<file path="src/hsst_pkg.sv">
// Package for the hot swap start-up timer sequencer.
// Assumes a 50 MHz system clock; analog levels are 8-bit reference codes.
package hsst_pkg;
  // Register map.
  localparam logic [7:0] HSST_FRAC_ADDR = 8'hf6;
  localparam logic [3:0] HSST_FRAC_RESET = 4'hf;
  localparam int HSST_FRAC_DEN = 16;
  // Reference codes: 8 bits, 10 mV per LSB of comparator reference.
  localparam logic [7:0] HSST_REF_FLOOR = 8'h0a;
  // 2 mV sense floor times gain 50 gives the same 100 mV floor.
  localparam logic [7:0] HSST_START_FLOOR = 8'h0a;
  // Breaker offset 0.88 mV sense times 50 is 44 mV, about 4 codes.
  localparam logic [7:0] HSST_CB_OFFSET = 8'h04;
  // Timing.
  localparam int HSST_CLK_HZ = 50_000_000;
  localparam int HSST_INIT_MIN_MS = 27;
  localparam int HSST_INIT_MIN_CYC = HSST_INIT_MIN_MS * (HSST_CLK_HZ / 1000);
  localparam int HSST_RETRY_S = 10;
  localparam longint HSST_RETRY_CYC = longint'(HSST_RETRY_S) * HSST_CLK_HZ;
  localparam int HSST_RST_CYC = 4;
  // Sequencer states.
  typedef enum logic [3:0] {
    HSST_ST_RESET = 4'h0,
    HSST_ST_INIT_UP = 4'h1,
    HSST_ST_INIT_DN = 4'h2,
    HSST_ST_WAIT = 4'h3,
    HSST_ST_ON = 4'h4,
    HSST_ST_BREAKER = 4'h5,
    HSST_ST_COOL = 4'h6,
    HSST_ST_LATCH_DN = 4'h7,
    HSST_ST_LATCHED = 4'h8,
    HSST_ST_RETRY = 4'h9
  } hsst_state_type;
  // Timer current source select, one-hot so only one source is on.
  typedef enum logic [3:0] {
    HSST_SRC_NONE = 4'h0,
    HSST_SRC_UP3 = 4'h1,
    HSST_SRC_UP60 = 4'h2,
    HSST_SRC_DN2 = 4'h4,
    HSST_SRC_DN100 = 4'h8
  } hsst_src_type;
endpackage

</file>
<file path="src/hsst_top.sv">
// Hot swap start-up limit selection and timer-pin sequencer.
// Assumes comparator levels arrive asynchronously and references as codes.
`timescale 1ns/100ps
`default_nettype none
module hsst_top
  import hsst_pkg::*;
#(
  parameter int INIT_MIN_CYC = hsst_pkg::HSST_INIT_MIN_CYC,
  parameter longint RETRY_CYC = hsst_pkg::HSST_RETRY_CYC,
  parameter int RST_CYC = hsst_pkg::HSST_RST_CYC
) (
  input wire logic sys_clk,
  input wire logic rst_n,
  input wire logic reg_wr,
  input wire logic [7:0] reg_addr,
  input wire logic [7:0] reg_wdata,
  output logic [7:0] reg_rdata,
  input wire logic operation_on,
  input wire logic [7:0] main_limit_pin,
  input wire logic [7:0] foldback_power_pin,
  input wire logic [7:0] startup_limit_pin,
  input wire logic [7:0] sense_level,
  input wire logic timer_low_cmp,
  input wire logic timer_high_cmp,
  input wire logic undervoltage_input,
  input wire logic overvoltage_input,
  input wire logic power_good_cmp,
  input wire logic retry_select,
  output logic gate_on,
  output logic gate_regulate,
  output logic [7:0] limit_ref,
  output logic [7:0] breaker_trip_level,
  output logic timer_up3,
  output logic timer_up60,
  output logic timer_dn2,
  output logic timer_dn100,
  output logic timer_clamp_low,
  output logic fault_n,
  output logic power_good,
  output logic [3:0] seq_state
);
  import hsst_pkg::*;

  // Synchronised comparator results.
  logic [5:0] cmp_sync;
  logic tmr_low; // Timer below 0.2 V.
  logic tmr_high; // Timer at or above 1 V.
  logic uv_ok;
  logic ov_bad;
  logic pg_cmp;
  logic retry_low;
  hsst_state_type state_r, state_nxt;
  hsst_src_type src_nxt;
  logic [3:0] frac_r;
  logic [31:0] cnt_r;
  logic [35:0] retry_r;
  logic uv_prev_r;
  logic op_prev_r;
  logic reenable;
  logic in_window;
  logic [7:0] sel_ref;
  logic [7:0] start_ref;
  logic [7:0] ref_nxt;
  logic [7:0] trip_nxt;
  logic pg_r;

  // Comparator synchroniser bank.
  hsst_sync #(
    .WIDTH(6)
  ) u_sync (
    .sys_clk(sys_clk),
    .rst_n(rst_n),
    .async_in({timer_low_cmp, timer_high_cmp, undervoltage_input,
      overvoltage_input, power_good_cmp, retry_select}),
    .sync_out(cmp_sync)
  );

  assign tmr_low = cmp_sync[5];
  assign tmr_high = cmp_sync[4];
  assign uv_ok = cmp_sync[3];
  assign ov_bad = cmp_sync[2];
  assign pg_cmp = cmp_sync[1];
  assign retry_low = ~cmp_sync[0];
  assign in_window = uv_ok & ~ov_bad;

  // Lower of two codes.
  function automatic logic [7:0] min8(input logic [7:0] a,
                                      input logic [7:0] b);
    min8 = (a < b) ? a : b;
  endfunction

  // Raise a code to a floor.
  function automatic logic [7:0] floor8(input logic [7:0] a,
                                        input logic [7:0] f);
    floor8 = (a < f) ? f : a;
  endfunction

  // Fraction register; defaults to maximum so it does not limit.
  always_ff @(posedge sys_clk)
  begin
    if (!rst_n)
      frac_r <= HSST_FRAC_RESET;
    else if (reg_wr && reg_addr == HSST_FRAC_ADDR)
      frac_r <= reg_wdata[3:0];
  end

  // Readback; unmapped addresses read zero.
  always_ff @(posedge sys_clk)
  begin
    if (!rst_n)
      reg_rdata <= 8'h00;
    else if (reg_addr == HSST_FRAC_ADDR)
      reg_rdata <= {4'h0, frac_r};
    else
      reg_rdata <= 8'h00;
  end

  // Reference selection, combinational.
  always_comb
  begin
    logic [12:0] prod;
    logic [7:0] reg_ref;
    prod = 13'(main_limit_pin) * 13'({1'b0, frac_r} + 5'h01);
    reg_ref = prod[11:4];
    start_ref = floor8(min8(startup_limit_pin, reg_ref),
      HSST_START_FLOOR);
    sel_ref = min8(main_limit_pin, foldback_power_pin);
    if (!pg_r)
      sel_ref = min8(sel_ref, start_ref);
    ref_nxt = floor8(sel_ref, HSST_REF_FLOOR);
    // Offset trips the breaker just before the limit; never wraps below 0.
    trip_nxt = (ref_nxt > HSST_CB_OFFSET) ? ref_nxt - HSST_CB_OFFSET
      : 8'h00;
  end

  // Registered references, so outputs come from flip-flops.
  always_ff @(posedge sys_clk)
  begin
    if (!rst_n)
    begin
      limit_ref <= HSST_REF_FLOOR;
      breaker_trip_level <= 8'h00;
    end
    else
    begin
      limit_ref <= ref_nxt;
      breaker_trip_level <= trip_nxt;
    end
  end

  // Edge memory for the re-enable toggles.
  always_ff @(posedge sys_clk)
  begin
    if (!rst_n)
    begin
      uv_prev_r <= 1'b0;
      op_prev_r <= 1'b1; // Idle on, so leaving reset is not an edge.
    end
    else
    begin
      uv_prev_r <= uv_ok;
      op_prev_r <= operation_on;
    end
  end
  assign reenable = (uv_ok & ~uv_prev_r) | (operation_on & ~op_prev_r);

  // Next-state logic; the timer source is decoded from its result below.
  always_comb
  begin
    state_nxt = state_r;
    case (state_r)
      HSST_ST_RESET:
      begin
        if (cnt_r >= 32'(RST_CYC))
          state_nxt = HSST_ST_INIT_UP;
      end
      HSST_ST_INIT_UP:
      begin
        if (tmr_high && cnt_r >= 32'(INIT_MIN_CYC))
          state_nxt = HSST_ST_INIT_DN;
      end
      HSST_ST_INIT_DN:
      begin
        if (tmr_low)
          state_nxt = HSST_ST_WAIT;
      end
      HSST_ST_WAIT:
      begin
        if (in_window && operation_on)
          state_nxt = HSST_ST_ON;
      end
      HSST_ST_ON:
      begin
        if (!in_window || !operation_on)
          state_nxt = HSST_ST_WAIT;
        else if (sense_level >= breaker_trip_level)
          state_nxt = HSST_ST_BREAKER;
      end
      HSST_ST_BREAKER:
      begin
        if (tmr_high)
          state_nxt = retry_low ? HSST_ST_RETRY
            : HSST_ST_LATCH_DN;
        else if (sense_level < breaker_trip_level)
          state_nxt = HSST_ST_COOL;
      end
      HSST_ST_COOL:
      begin
        if (!in_window || !operation_on)
          state_nxt = HSST_ST_WAIT;
        else if (sense_level >= breaker_trip_level)
          state_nxt = HSST_ST_BREAKER;
        else if (tmr_low)
          state_nxt = HSST_ST_ON;
      end
      HSST_ST_LATCH_DN:
      begin
        if (tmr_low)
          state_nxt = HSST_ST_LATCHED;
      end
      HSST_ST_LATCHED:
      begin
        if (reenable)
          state_nxt = HSST_ST_WAIT;
      end
      HSST_ST_RETRY:
      begin
        if (tmr_low && retry_r >= 36'(RETRY_CYC))
          state_nxt = HSST_ST_WAIT;
      end
      default:
        state_nxt = HSST_ST_RESET;
    endcase
  end

  // State register.
  always_ff @(posedge sys_clk)
  begin
    if (!rst_n)
      state_r <= HSST_ST_RESET;
    else
      state_r <= state_nxt;
  end

  // Timer source of the state being entered, so the source switches on the
  // same edge as seq_state; one source per state keeps them exclusive.
  always_comb
  begin
    case (state_nxt)
      HSST_ST_INIT_UP:
        src_nxt = HSST_SRC_UP3;
      HSST_ST_INIT_DN:
        src_nxt = HSST_SRC_DN100;
      HSST_ST_BREAKER:
        src_nxt = HSST_SRC_UP60;
      HSST_ST_COOL:
        src_nxt = HSST_SRC_DN2;
      HSST_ST_LATCH_DN:
        src_nxt = HSST_SRC_DN2;
      HSST_ST_RETRY:
        src_nxt = HSST_SRC_DN2;
      default:
        src_nxt = HSST_SRC_NONE;
    endcase
  end

  // Phase counter, restarts on every state change.
  always_ff @(posedge sys_clk)
  begin
    if (!rst_n || state_nxt != state_r)
      cnt_r <= 32'h0000_0000;
    else if (cnt_r != 32'hffff_ffff)
      cnt_r <= cnt_r + 32'h0000_0001;
  end

  // Retry delay counter, 36 bits wide; 10 s at 50 MHz is 500000000 cycles.
  always_ff @(posedge sys_clk)
  begin
    if (!rst_n || state_r != HSST_ST_RETRY)
      retry_r <= 36'h0_0000_0000;
    else if (retry_r < 36'(RETRY_CYC))
      retry_r <= retry_r + 36'h0_0000_0001;
  end

  // Power good follows its comparator only while the gate is on.
  always_ff @(posedge sys_clk)
  begin
    if (!rst_n)
      pg_r <= 1'b0;
    else
      pg_r <= pg_cmp && (state_nxt == HSST_ST_ON || state_nxt == HSST_ST_COOL
        || state_nxt == HSST_ST_BREAKER);
  end
  assign power_good = pg_r;

  // Timer source and gate outputs, registered from the next state.
  always_ff @(posedge sys_clk)
  begin
    if (!rst_n)
    begin
      timer_up3 <= 1'b0;
      timer_up60 <= 1'b0;
      timer_dn2 <= 1'b0;
      timer_dn100 <= 1'b0;
      timer_clamp_low <= 1'b1;
      gate_on <= 1'b0;
      gate_regulate <= 1'b0;
      seq_state <= 4'h0;
    end
    else
    begin
      timer_up3 <= src_nxt == HSST_SRC_UP3;
      timer_up60 <= src_nxt == HSST_SRC_UP60;
      timer_dn2 <= src_nxt == HSST_SRC_DN2;
      timer_dn100 <= src_nxt == HSST_SRC_DN100;
      timer_clamp_low <= state_nxt == HSST_ST_RESET;
      gate_on <= state_nxt == HSST_ST_ON || state_nxt == HSST_ST_COOL
        || state_nxt == HSST_ST_BREAKER;
      gate_regulate <= state_nxt == HSST_ST_BREAKER;
      seq_state <= state_nxt;
    end
  end

  // Fault is latched low on an overcurrent shutdown; cleared on re-enable, or in retry mode when the retry delay ends.
  always_ff @(posedge sys_clk)
  begin
    if (!rst_n)
      fault_n <= 1'b1;
    else if (state_r == HSST_ST_BREAKER && state_nxt != HSST_ST_BREAKER
             && state_nxt != HSST_ST_COOL)
      fault_n <= 1'b0;
    else if (state_r != HSST_ST_WAIT && state_nxt == HSST_ST_WAIT
             && state_r != HSST_ST_ON && state_r != HSST_ST_COOL)
      fault_n <= 1'b1;
  end
endmodule // hsst_top
`default_nettype wire

</file>
<file path="src/hsst_sync.sv">
// Two-flop synchroniser bank for comparator results.
// Assumes the comparators are asynchronous to sys_clk.
`timescale 1ns/100ps
`default_nettype none
module hsst_sync #(
  parameter int WIDTH = 6
) (
  input wire logic sys_clk,
  input wire logic rst_n,
  input wire logic [WIDTH-1:0] async_in,
  output logic [WIDTH-1:0] sync_out
);
  logic [WIDTH-1:0] meta_r;
  // The first stage feeds only the second stage.
  always_ff @(posedge sys_clk)
  begin
    if (!rst_n)
    begin
      meta_r <= '0;
      sync_out <= '0;
    end
    else
    begin
      meta_r <= async_in;
      sync_out <= meta_r;
    end
  end
endmodule // hsst_sync
`default_nettype wire

</file>
<file path="config.mk">
export PLATFORM = sky130hd
export DESIGN_NAME = hsst_top
export DESIGN_NICKNAME = d
export VERILOG_FILES = /design/src/hsst_pkg.sv /design/src/hsst_top.sv /design/src/hsst_sync.sv
export SDC_FILE = /design/constraint.sdc
export NUM_CORES = 1
export LEC_CHECK = 0
export BUFFER_PORTS_ARGS = -buffer_cell sky130_fd_sc_hd__clkbuf_2
export CORE_MARGIN = 2
export CORE_UTILIZATION = 55
export CTS_CLUSTER_SIZE = 24
export DETAILED_ROUTE_END_ITERATION = 12
export PLACE_DENSITY = 0.81
export REMOVE_ABC_BUFFERS = 1
export SLEW_MARGIN = 0
export SYNTH_ARGS = -nofsm -noshare
export SYNTH_HDL_FRONTEND = slang
export SYNTH_HIERARCHICAL = 1
export SYNTH_SLANG_ARGS = --single-unit
</file>
<file path="constraint.sdc">
create_clock -name sys_clk -period 16.93 [get_ports sys_clk]
set_clock_uncertainty 0.1 [all_clocks]
set_input_delay 2.5395 -clock sys_clk [delete_from_list [all_inputs] [get_ports sys_clk]]
set_output_delay 2.5395 -clock sys_clk [all_outputs]
set_load 0.05 [all_outputs]
</file>
==> impl_metrics.toml, run 1 <==
[clock_tree]
cts_hold_buf = 0
cts_resized = 0
cts_num_sinks = 119
htree_levels = 4
cts_buffer_depth = 2
cts_tree = "done"
cts_root_buf = "clkbuf_16"
clk_latency_ns = 0.41
numCtsBuffers = 17
cts_setup_buffers = 0
cts.clk_slew.worst_paths_ns = 0.05

[logic_synthesis]
synth.largest_area_cell = "dfxtp_1"
synth_flop_cell = "dfxtp_1"
synthTopCellsByArea = "dfxtp_1 (31%), ha_1 (8.9%), nor2_1 (5.5%)"
synth_top_area_frac = 0.3126
synth_top_family_by_area = "simple AND/OR/NAND/NOR gates"
synthArstFlopShare = 0
synth_edf_count = 0
synth-compound-area-share = 0.1215
synth_xor_area_frac = 0.08227
synthSimpleGateAreaFrac = 0.2650
synthAdderAreaFrac = 0.1307
synth_cells = 907
synth_seq_area_share = 0.3126
synth.cell_area_sq_mm = 0.007620
muxShareOfSynthArea = 0.03120
ys_ff_latch = 119
ys_warn_count = 6
avgSynthCellArea_sq_um = 8.401
synth_cell_type_count = 75

[power]
leakage_nw = 3.793
power_density_mw_per_mm2 = 101.9
ir_drop_uv = 78.61

[critical_path]
crit_family = "adder cells"
arrival_ns = 11.06
critPathMaxStageDelay_ns = 0.55
cp_slowest_cell = "fa_1"
worstPathBufferInverterCount = 5
cp-start-kind = "primary input"
path_max_fanout = 14
r2r_setup_slack_ns = 7.17
critPathRequiredTime_ns = 17.13
path_class = "in2reg"
worstSetupEndpointType = "register"

[timing]
min_period_ns = 10.85
setup-violations-final = 0
worstMarginPinSlew_ns = 1.076
final_hold_viol_count = 0
fin_crit_sh = 0.6412
tns_ns = 0
drv_slew = 0
rsz0062_at_grt = "no"
final.setup.worst_slack_ns = 6.075
fmax_mhz = 92.12
relSlewSlack = 0.2806

[job]
max-cap-violations = 0

[finish]
nets = 1113
multi_input_area_sq_mm = 0.004826
final_core_util = 0.6377
area_delta_synth_final_pct = 14.81
fin_cells = 1178
final-seq-area_sq_mm = 0.002382
diodes = 0
nFillCells = 1186
drive_above_1_share = 0.1453

[floorplanning]
die_x_microns = 121.7
die-area_sq_mm = 0.01481
die_h_microns = 121.7
coreArea_sq_mm = 0.01372
ios = 95
rows = 43
initial_core_util = 0.5554

[global_routing]
grt_pass1_wl_microns = 27100
antenna_found_initial = 0
gr-total-overflow = 0
grt_pass1_vias = 6026
grt_max_degree = 35
grt_usage = 0.2267

[worst_hold_path]
hold_class = "reg2reg"

[detailed_routing]
num_vias = 6440
firstDrtPassIters = 5
vias_per_cell = 5.467
drt-initial-drc-count = 393
drc = 0
wl_per_cell_microns = 13.49
drt_wl_total_microns = 15900
ant_nets = 0

[run_status]
outcome = "finished clean"

[place]
port_buffers = 86
placedCellCount = 1146
post-place-ws_ns = 5.663
hpwl_microns = 12170
place_congestion = 0.9120
[metrics by stage]
stage | hold WS [ns] | total power, mW | cell area, sq um
global placement | 0.3136 | 0.5193 | 8134
global route | 0.3570 | 0.9355 | 8748
floorplan | 0.3057 | 0.4704 | 7458
detailed placement | 0.3168 | 0.5242 | 8134
CTS | 0.3290 | 0.8969 | 8748
finish | 0.3241 | 0.8912 | 8748
[power by group]
part / internal (mW) / switching [mW]
combinational: 0.0714 / 0.139
sequential: 0.298 / 0.0122
clock: 0.252 / 0.119
[kinds of logic after synthesis]
family / after synthesis
AO/OA/AOI/OAI: 130
XOR/XNOR: 70
adder cells (fa/ha/maj): 70
buffers and inverters: 100
flip-flops: 119
multiplexers: 23
other: 1
AND/OR/NAND/NOR: 394
[registers in the layout, indices dropped and copies added (netlist names), 4 cells and up]
signal	count
breaker_trip_level	8
cnt_r	32
frac_r	4
limit_ref	8
reg_rdata	4
retry_r	36
seq_state	4
u_sync/meta_r	6
u_sync/sync_out	6
[path summary, 6_finish.rpt]
check,startpoint,end,cells after the start
hold reg to reg,u_sync/sync_out[1],power_good,1
hold / removal,u_sync/sync_out[1],power_good,1
setup reg to reg,frac_r[0],breaker_trip_level[2],35
setup / recovery,main_limit_pin[1],breaker_trip_level[2],34
[synthesized netlist by cell type, types with 4 or more instances]
cell type	count
a21oi_1	26
o21ai_0	20
nor2_1	112
fa_1	16
nor2b_1	16
mux2i_1	19
and4_1	9
nor3_1	23
and2_1	38
and3_1	14
nand3_1	37
xnor2_1	30
buf_4	5
clkbuf_1	20
and2_2	8
o21a_1	9
nand2b_1	18
dfxtp_1	119
or3_1	5
xor2_1	39
a31oi_1	5
nand4_1	20
o31ai_1	5
nor4_1	12
a211oi_1	4
inv_1	68
a311oi_1	4
o211ai_1	6
ha_1	54
nand2_1	67
a21o_1	11
buf_6	4
[final cells by class]
cell class | instances | share of cell area
well taps | 180 | 0.02574
multi-input cells | 691 | 0.5516
flip-flops and latches | 119 | 0.2723
inverters | 68 | 0.02918
clock buffers | 22 | 0.05306
clock inverters | 10 | 0.01716
repair buffers | 88 | 0.05092
[per-layer routing]
| layer | up-vias | part of all wire | GRT usage |
|---|---|---|---|
| met5 | - | 0 | 0 |
| met4 | 0 | 0.013 | 0.05675 |
| met3 | 18 | 0.059 | 0.06367 |
| met2 | 156 | 0.45 | 0.3697 |
| met1 | 2997 | 0.48 | 0.2981 |
| li1 | 3269 | - | - |
[placed cells by master, fill, tap and decap left out, types with 3 or more instances in the layout]
cell type / Yosys / final
o21a_1: 9 / 9
o21ai_0: 20 / 20
and2_2: 8 / 8
nand3_1: 37 / 37
dfxtp_1: 119 / 119
and3_1: 14 / 14
o22ai_1: 3 / 3
nand2_1: 67 / 67
conb_1: 1 / 4
nor2b_1: 16 / 16
clkbuf_1: 20 / 3
inv_1: 68 / 68
mux2_2: 3 / 3
fa_1: 16 / 16
o31ai_1: 5 / 4
xnor2_1: 30 / 30
a21oi_1: 26 / 26
nand4_1: 20 / 20
xor2_1: 39 / 39
nor4_1: 12 / 12
clkinv_2: 0 / 6
a21o_1: 11 / 11
a31oi_1: 5 / 5
bufinv_16: 0 / 4
a211oi_1: 4 / 4
nor2_1: 112 / 112
ha_1: 54 / 54
nand2b_1: 18 / 18
and2_1: 38 / 38
or2_2: 3 / 3
mux2i_1: 19 / 19
clkbuf_16: 0 / 17
a221o_1: 3 / 3
a311oi_1: 4 / 4
nor3_1: 23 / 23
or3_1: 5 / 5
clkbuf_2: 0 / 86
o211ai_1: 6 / 6
and4_1: 9 / 9
(Power assumes the default switching activity.)
==> run 2: changes to the inputs <==
CORE_UTILIZATION = 53   (was 55)
PLACE_DENSITY = 0.82   (was 0.81)
clock period = 9.4 ns   (was 16.93 ns; I/O delays follow)
==> run 2 against run 1 <==
  * Wire length is 3.9% higher
  * Power up 79%
  * Sequential cell count is the same
  * Sequential power is 80% higher
  * First-iteration DRC count rose by 28%
  * Core utilization down 0.66 points
  * Clock-buffer cell count down 2
  * Critical path type unchanged
==> impl_metrics.toml, run 2 (same netlist as run 1, synthesis figures left out) <==
[power]
power_density_mw_per_mm2 = 180.8
leakage_nw = 3.823
ir_drop_uv = 146.6

[place]
port_buffers = 86
placed_area_sq_mm = 0.008209
place_congestion = 0.9438
hpwl_microns = 12260

[finish]
nets = 1123
area_delta_synth_final_pct = 15.85
final_common_cell = "dfxtp_1"
largest_reg_flops = 36
final_cell_mix = "dfxtp_1 (118), nor2_1 (112), clkbuf_2 (86), inv_1 (68), nand2_1 (67)"
drive_above_1_share = 0.1597
regMostFlops = "retry_r"
final_cell_area_sq_mm = 0.008827
diodes = 0
nFillCells = 1226
reg_top3 = "retry_r (36), cnt_r (32)"

[critical_path]
critPathMostFrequentCell = "inv_1"
worstReg2RegStart = "frac_r[0]"
critPathMaxStageDelay_ns = 0.54
path_max_fanout = 8
path_class = "in2reg"
crit_start = "main_limit_pin[2]"
rr_endpoint = "breaker_trip_level[2]"
r2r_setup_slack_ns = 0.69
worstPathBufferInverterCount = 6
worstSetupEndpointType = "register"
rr_worst_depth = 35
crit_family = "adder cells"
critPathRequiredTime_ns = 9.61
cp-start-kind = "primary input"
cp_slowest_cell = "fa_1"
arrival_ns = 9.12
crit_cells = 34
endpoint = "breaker_trip_level[2]"

[floorplanning]
initial_core_util = 0.5447
ios = 95
die_h_microns = 123.9
rows = 43
coreArea_sq_mm = 0.01399
die_x_microns = 123.9
die-area_sq_mm = 0.01535

[timing]
min_period_ns = 8.908
holdWs_ns = 0.3264
worstMarginPinSlew_ns = 1.079
setup-violations-final = 0
drv_slew = 0
relSlewSlack = 0.2784
fin_crit_sh = 0.9476
tns_ns = 0
fmax_mhz = 112.3
rsz0062_at_grt = "no"
final_hold_viol_count = 0

[detailed_routing]
num_vias = 6578
vias_per_cell = 5.537
drt_wl_total_microns = 16510
drt-initial-drc-count = 502
wl_per_cell_microns = 13.90
ant_nets = 0
drc = 0
firstDrtPassIters = 5

[run_status]
outcome = "finished clean"

[clock_tree]
cts_setup_buffers = 0
cts_hold_buf = 0
cts_num_sinks = 119
cts_buffer_depth = 2
htree_levels = 4
cts_resized = 0
cts_tree = "done"
clk_latency_ns = 0.42
numCtsBuffers = 17
cts.clk_slew.worst_paths_ns = 0.06
cts_root_buf = "clkbuf_16"

[global_routing]
antenna_found_initial = 0
grt_pass1_wl_microns = 27600
grt_max_degree = 35
gr-total-overflow = 0
grt_usage = 0.2251
grt_pass1_vias = 6110

[job]
max-cap-violations = 0

[worst_hold_path]
hold_class = "reg2reg"
==> run 2: metrics by stage <==
stage | total power [mW] | worst slack, ns | utilization | std cells
after global placement | 0.9460 | 0.2095 | 0.5869 | 1156
after global routing | 1.672 | 0.008453 | 0.6310 | 1188
after CTS | 1.605 | 0.4960 | 0.6301 | 1188
final | 1.596 | 0.4925 | 0.6310 | 1188
after floorplan | 0.8473 | 0.3590 | - | 878
after detailed placement | 0.9540 | 0.07177 | 0.5869 | 1156
==> run 2: final cells by class <==
| type | instances | area (sq um) | area share |
|---|---|---|---|
| multi-input combinational | 691 | 4837 | 0.5480 |
| sequential | 119 | 2384 | 0.2700 |
| tap | 180 | 225.2 | 0.02551 |
| timing repair buffer | 98 | 520.5 | 0.05897 |
| clock inverter | 12 | 138.9 | 0.01573 |
| inverter | 68 | 255.2 | 0.02892 |
| clock buffer | 20 | 466.7 | 0.05287 |
==> run 2: power by group <==
part           internal, mW  total (mW)  switching [mW]
logic                 0.137       0.388           0.251
clock network         0.414       0.649           0.235
registers             0.536       0.558          0.0223
total                  1.09        1.60           0.509
==> run 2: how the worst min path moves through the flow <==
| stage | endpoint | startpoint | slack [ns] | cells after the start |
|---|---|---|---|---|
| 3_3_place_gp | power_good | u_sync/sync_out[1] | 0.32 | 1 |
| 3_5_place_dp | u_sync/sync_out[1] | u_sync/meta_r[1] | 0.32 | 1 |
| 6_report | u_sync/sync_out[1] | u_sync/meta_r[1] | 0.33 | 1 |
| 2_1_floorplan | power_good | u_sync/sync_out[1] | 0.31 | 1 |
| 5_1_grt | u_sync/sync_out[2] | u_sync/meta_r[2] | 0.36 | 1 |
| 4_1_cts | u_sync/sync_out[1] | u_sync/meta_r[1] | 0.33 | 1 |
==> run 2: metal layers <==
| layer | share of wire | routed length, microns | up-vias | GRT usage |
|---|---|---|---|---|
| li1 | - | - | 3288 | - |
| met1 | 0.48 | 7859 | 3081 | 0.2999 |
| met2 | 0.45 | 7371 | 185 | 0.3547 |
| met3 | 0.063 | 1034 | 24 | 0.06502 |
| met4 | 0.015 | 247 | 0 | 0.06812 |
| met5 | 0 | 0 | - | 0 |
==> run 2: worst reg2reg max path, delay by kind of cell, from the launching register on <==
| family | cells | cell delay [ns] |
|---|---|---|
| flops | 1 | 0.37 |
| compound gates | 11 | 2.50 |
| xor+xnor | 1 | 0.24 |
| mux | 1 | 0.30 |
| fa+ha+maj | 8 | 2.98 |
| buf+inv | 5 | 0.26 |
| simple gates | 9 | 1.86 |
==> run 3: changes to the inputs <==
CORE_UTILIZATION = 54   (was 53)
PLACE_DENSITY = 0.83   (was 0.82)
SYNTH_HIERARCHICAL = not set   (was 1)
==> run 3 against run 2 <==
  * Synthesized cell count is 0.44% lower
  * Global-route usage up 1.5 points
  * Non-clock buffer count grew 16
  * Cell count increased by 1.1%
  * Via count increased by 3.1%
  * Critical path type unchanged
  * Largest cell class unchanged
  * Largest power group unchanged
==> impl_metrics.toml, run 3 <==
[run_status]
outcome = "finished clean"

[worst_hold_path]
hold_path.startpoint = "u_sync.sync_out[1]"
hold_class = "reg2reg"
hold_depth = 1
min_to = "power_good"

[detailed_routing]
drc = 0
num_vias = 6785
wl_per_cell_microns = 14.48
vias_per_cell = 5.649
drt_wl_total_microns = 17390
ant_nets = 0
drt-initial-drc-count = 453
firstDrtPassIters = 5

[power]
leakage_nw = 4.013
power_density_mw_per_mm2 = 182.0
ir_drop_uv = 135.2

[floorplanning]
die_x_microns = 123.9
rows = 43
initial_core_util = 0.5553
coreArea_sq_mm = 0.01399
die-area_sq_mm = 0.01536
ios = 95
die_h_microns = 123.9

[timing]
fmax_mhz = 111.3
final_hold_viol_count = 0
worstMarginPinSlew_ns = 1.080
relSlewSlack = 0.2777
min_period_ns = 8.983
rsz0062_at_grt = "no"
fin_crit_sh = 0.9556
setup-violations-final = 0
tns_ns = 0
drv_slew = 0

[critical_path]
cp-start-kind = "primary input"
crit_start = "main_limit_pin[3]"
r2r_setup_slack_ns = 0.58
rr_worst_depth = 37
critPathRequiredTime_ns = 9.64
path_class = "in2reg"
path_max_fanout = 7
cp_slowest_cell = "fa_1"
worstSetupEndpointType = "register"
arrival_ns = 9.22
critPathMaxStageDelay_ns = 0.55
rr_endpoint = "breaker_trip_level[4]"
worstReg2RegStart = "frac_r[0]"

[global_routing]
gr-total-overflow = 0
grt_usage = 0.2398
antenna_found_initial = 0
grt_pass1_vias = 6321
grt_pass1_wl_microns = 29390
grt_max_degree = 37

[place]
place_congestion = 0.8784
hpwl_microns = 12900
port_buffers = 86

[clock_tree]
cts_setup_buffers = 0
cts_resized = 0
cts_buffer_depth = 2
cts_num_sinks = 119
htree_levels = 4
cts_hold_buf = 0
clk_latency_ns = 0.41
cts_tree = "done"
cts_root_buf = "clkbuf_16"
cts.clk_slew.worst_paths_ns = 0.06
numCtsBuffers = 17

[finish]
drive_above_1_share = 0.1841
largest_reg_flops = 36
area_delta_synth_final_pct = 17.25
reg_top3 = "retry_r (36), cnt_r (32)"
final_core_util = 0.6511
final_cell_mix = "dfxtp_1 (118), nor2_1 (93), clkbuf_2 (86), inv_1 (67), nand2_1 (55)"
nets = 1136
regMostFlops = "retry_r"
diodes = 0
final_common_cell = "dfxtp_1"

[logic_synthesis]
synth_cell_type_count = 83
synth_flop_cell = "dfxtp_1"
ys_warn_count = 0
avgSynthCellArea_sq_um = 8.602
yosysMostFrequentCell = "dfxtp_1"
synth_cells = 903
synth_edf_count = 0
synth.cell_area_sq_mm = 0.007767
yosys-top-cells-count = "dfxtp_1 (119), nor2_1 (93), inv_1 (67), nand2_1 (55), ha_1 (54)"
synth_seq_area_share = 0.3067
synthTopCellsByArea = "dfxtp_1 (31%), ha_1 (8.7%), nor2_1 (4.5%)"
synthArstFlopShare = 0
synth_top_area_frac = 0.3067
ys_ff_latch = 119
synth.largest_area_cell = "dfxtp_1"

[job]
max-cap-violations = 0
==> run 3: power by group <==
part           total (mW)  internal [mW]  switching, mW  leakage (nW)
clock               0.638          0.399          0.239         0.272
sequential          0.565          0.537         0.0278         0.966
combinational       0.455          0.160          0.295          2.77
total                1.66           1.10          0.562          4.01
==> run 3: cell families after synthesis <==
kind of cell | share of synthesized area
multiplexers | 0.03334
AND/OR/NAND/NOR | 0.2619
flip-flops | 0.3067
AO/OA/AOI/OAI | 0.1350
buffers and inverters | 0.05122
other | 0.0004828
XOR/XNOR | 0.08312
adder cells (fa/ha/maj) | 0.1282
==> run 3: per-stage QoR <==
stage	power (mW)	setup slack, ns	instance area [sq um]	std cells	hold slack [ns]
2_1_floorplan	0.8895	-0.2262	7632	875	0.3057
3_3_place_gp	1.012	0.1120	8504	1169	0.3132
3_5_place_dp	1.024	-0.04311	8504	1169	0.3137
4_1_cts	1.660	0.3789	9094	1201	0.3288
5_1_grt	1.739	0.03099	9107	1201	0.3551
6_report	1.658	0.4173	9107	1201	0.3287
==> run 3: layout make-up <==
type	count	area (sq um)
Timing Repair Buffer	114	640.6
Clock buffer	19	442.9
Sequential cell	119	2384
Multi-Input combinational cell	689	5017
Fill cell	1152	4881
Inverter	67	251.5
Tap cell	180	225.2
Clock inverter	13	146.4
==> run 3: metal layers <==
layer / track usage / vias to the layer above / share of wire
met2: 0.3774 / 238 / 0.45
met4: 0.07584 / 0 / 0.017
met3: 0.05540 / 32 / 0.063
met5: 0 / - / 0
met1: 0.3273 / 3164 / 0.47
li1: - / 3351 / -
==> run 3: worst max-delay path: cells and delay by family <==
kind                       cells  cell delay (ns)
AOI/OAI and AO/OA             14             2.63
adders and majority gates      7             2.80
buffers and inverters          6             0.54
muxes                          1             0.29
and+or+nand+nor                8             1.53
==> run 3: how the worst max path moves through the flow <==
stage | end | slack, ns
after global routing | breaker_trip_level[4] | 0.03
after global placement | breaker_trip_level[4] | 0.11
after floorplan | breaker_trip_level[4] | -0.23
after CTS | breaker_trip_level[4] | 0.38
final | breaker_trip_level[4] | 0.42
after detailed placement | breaker_trip_level[4] | -0.04
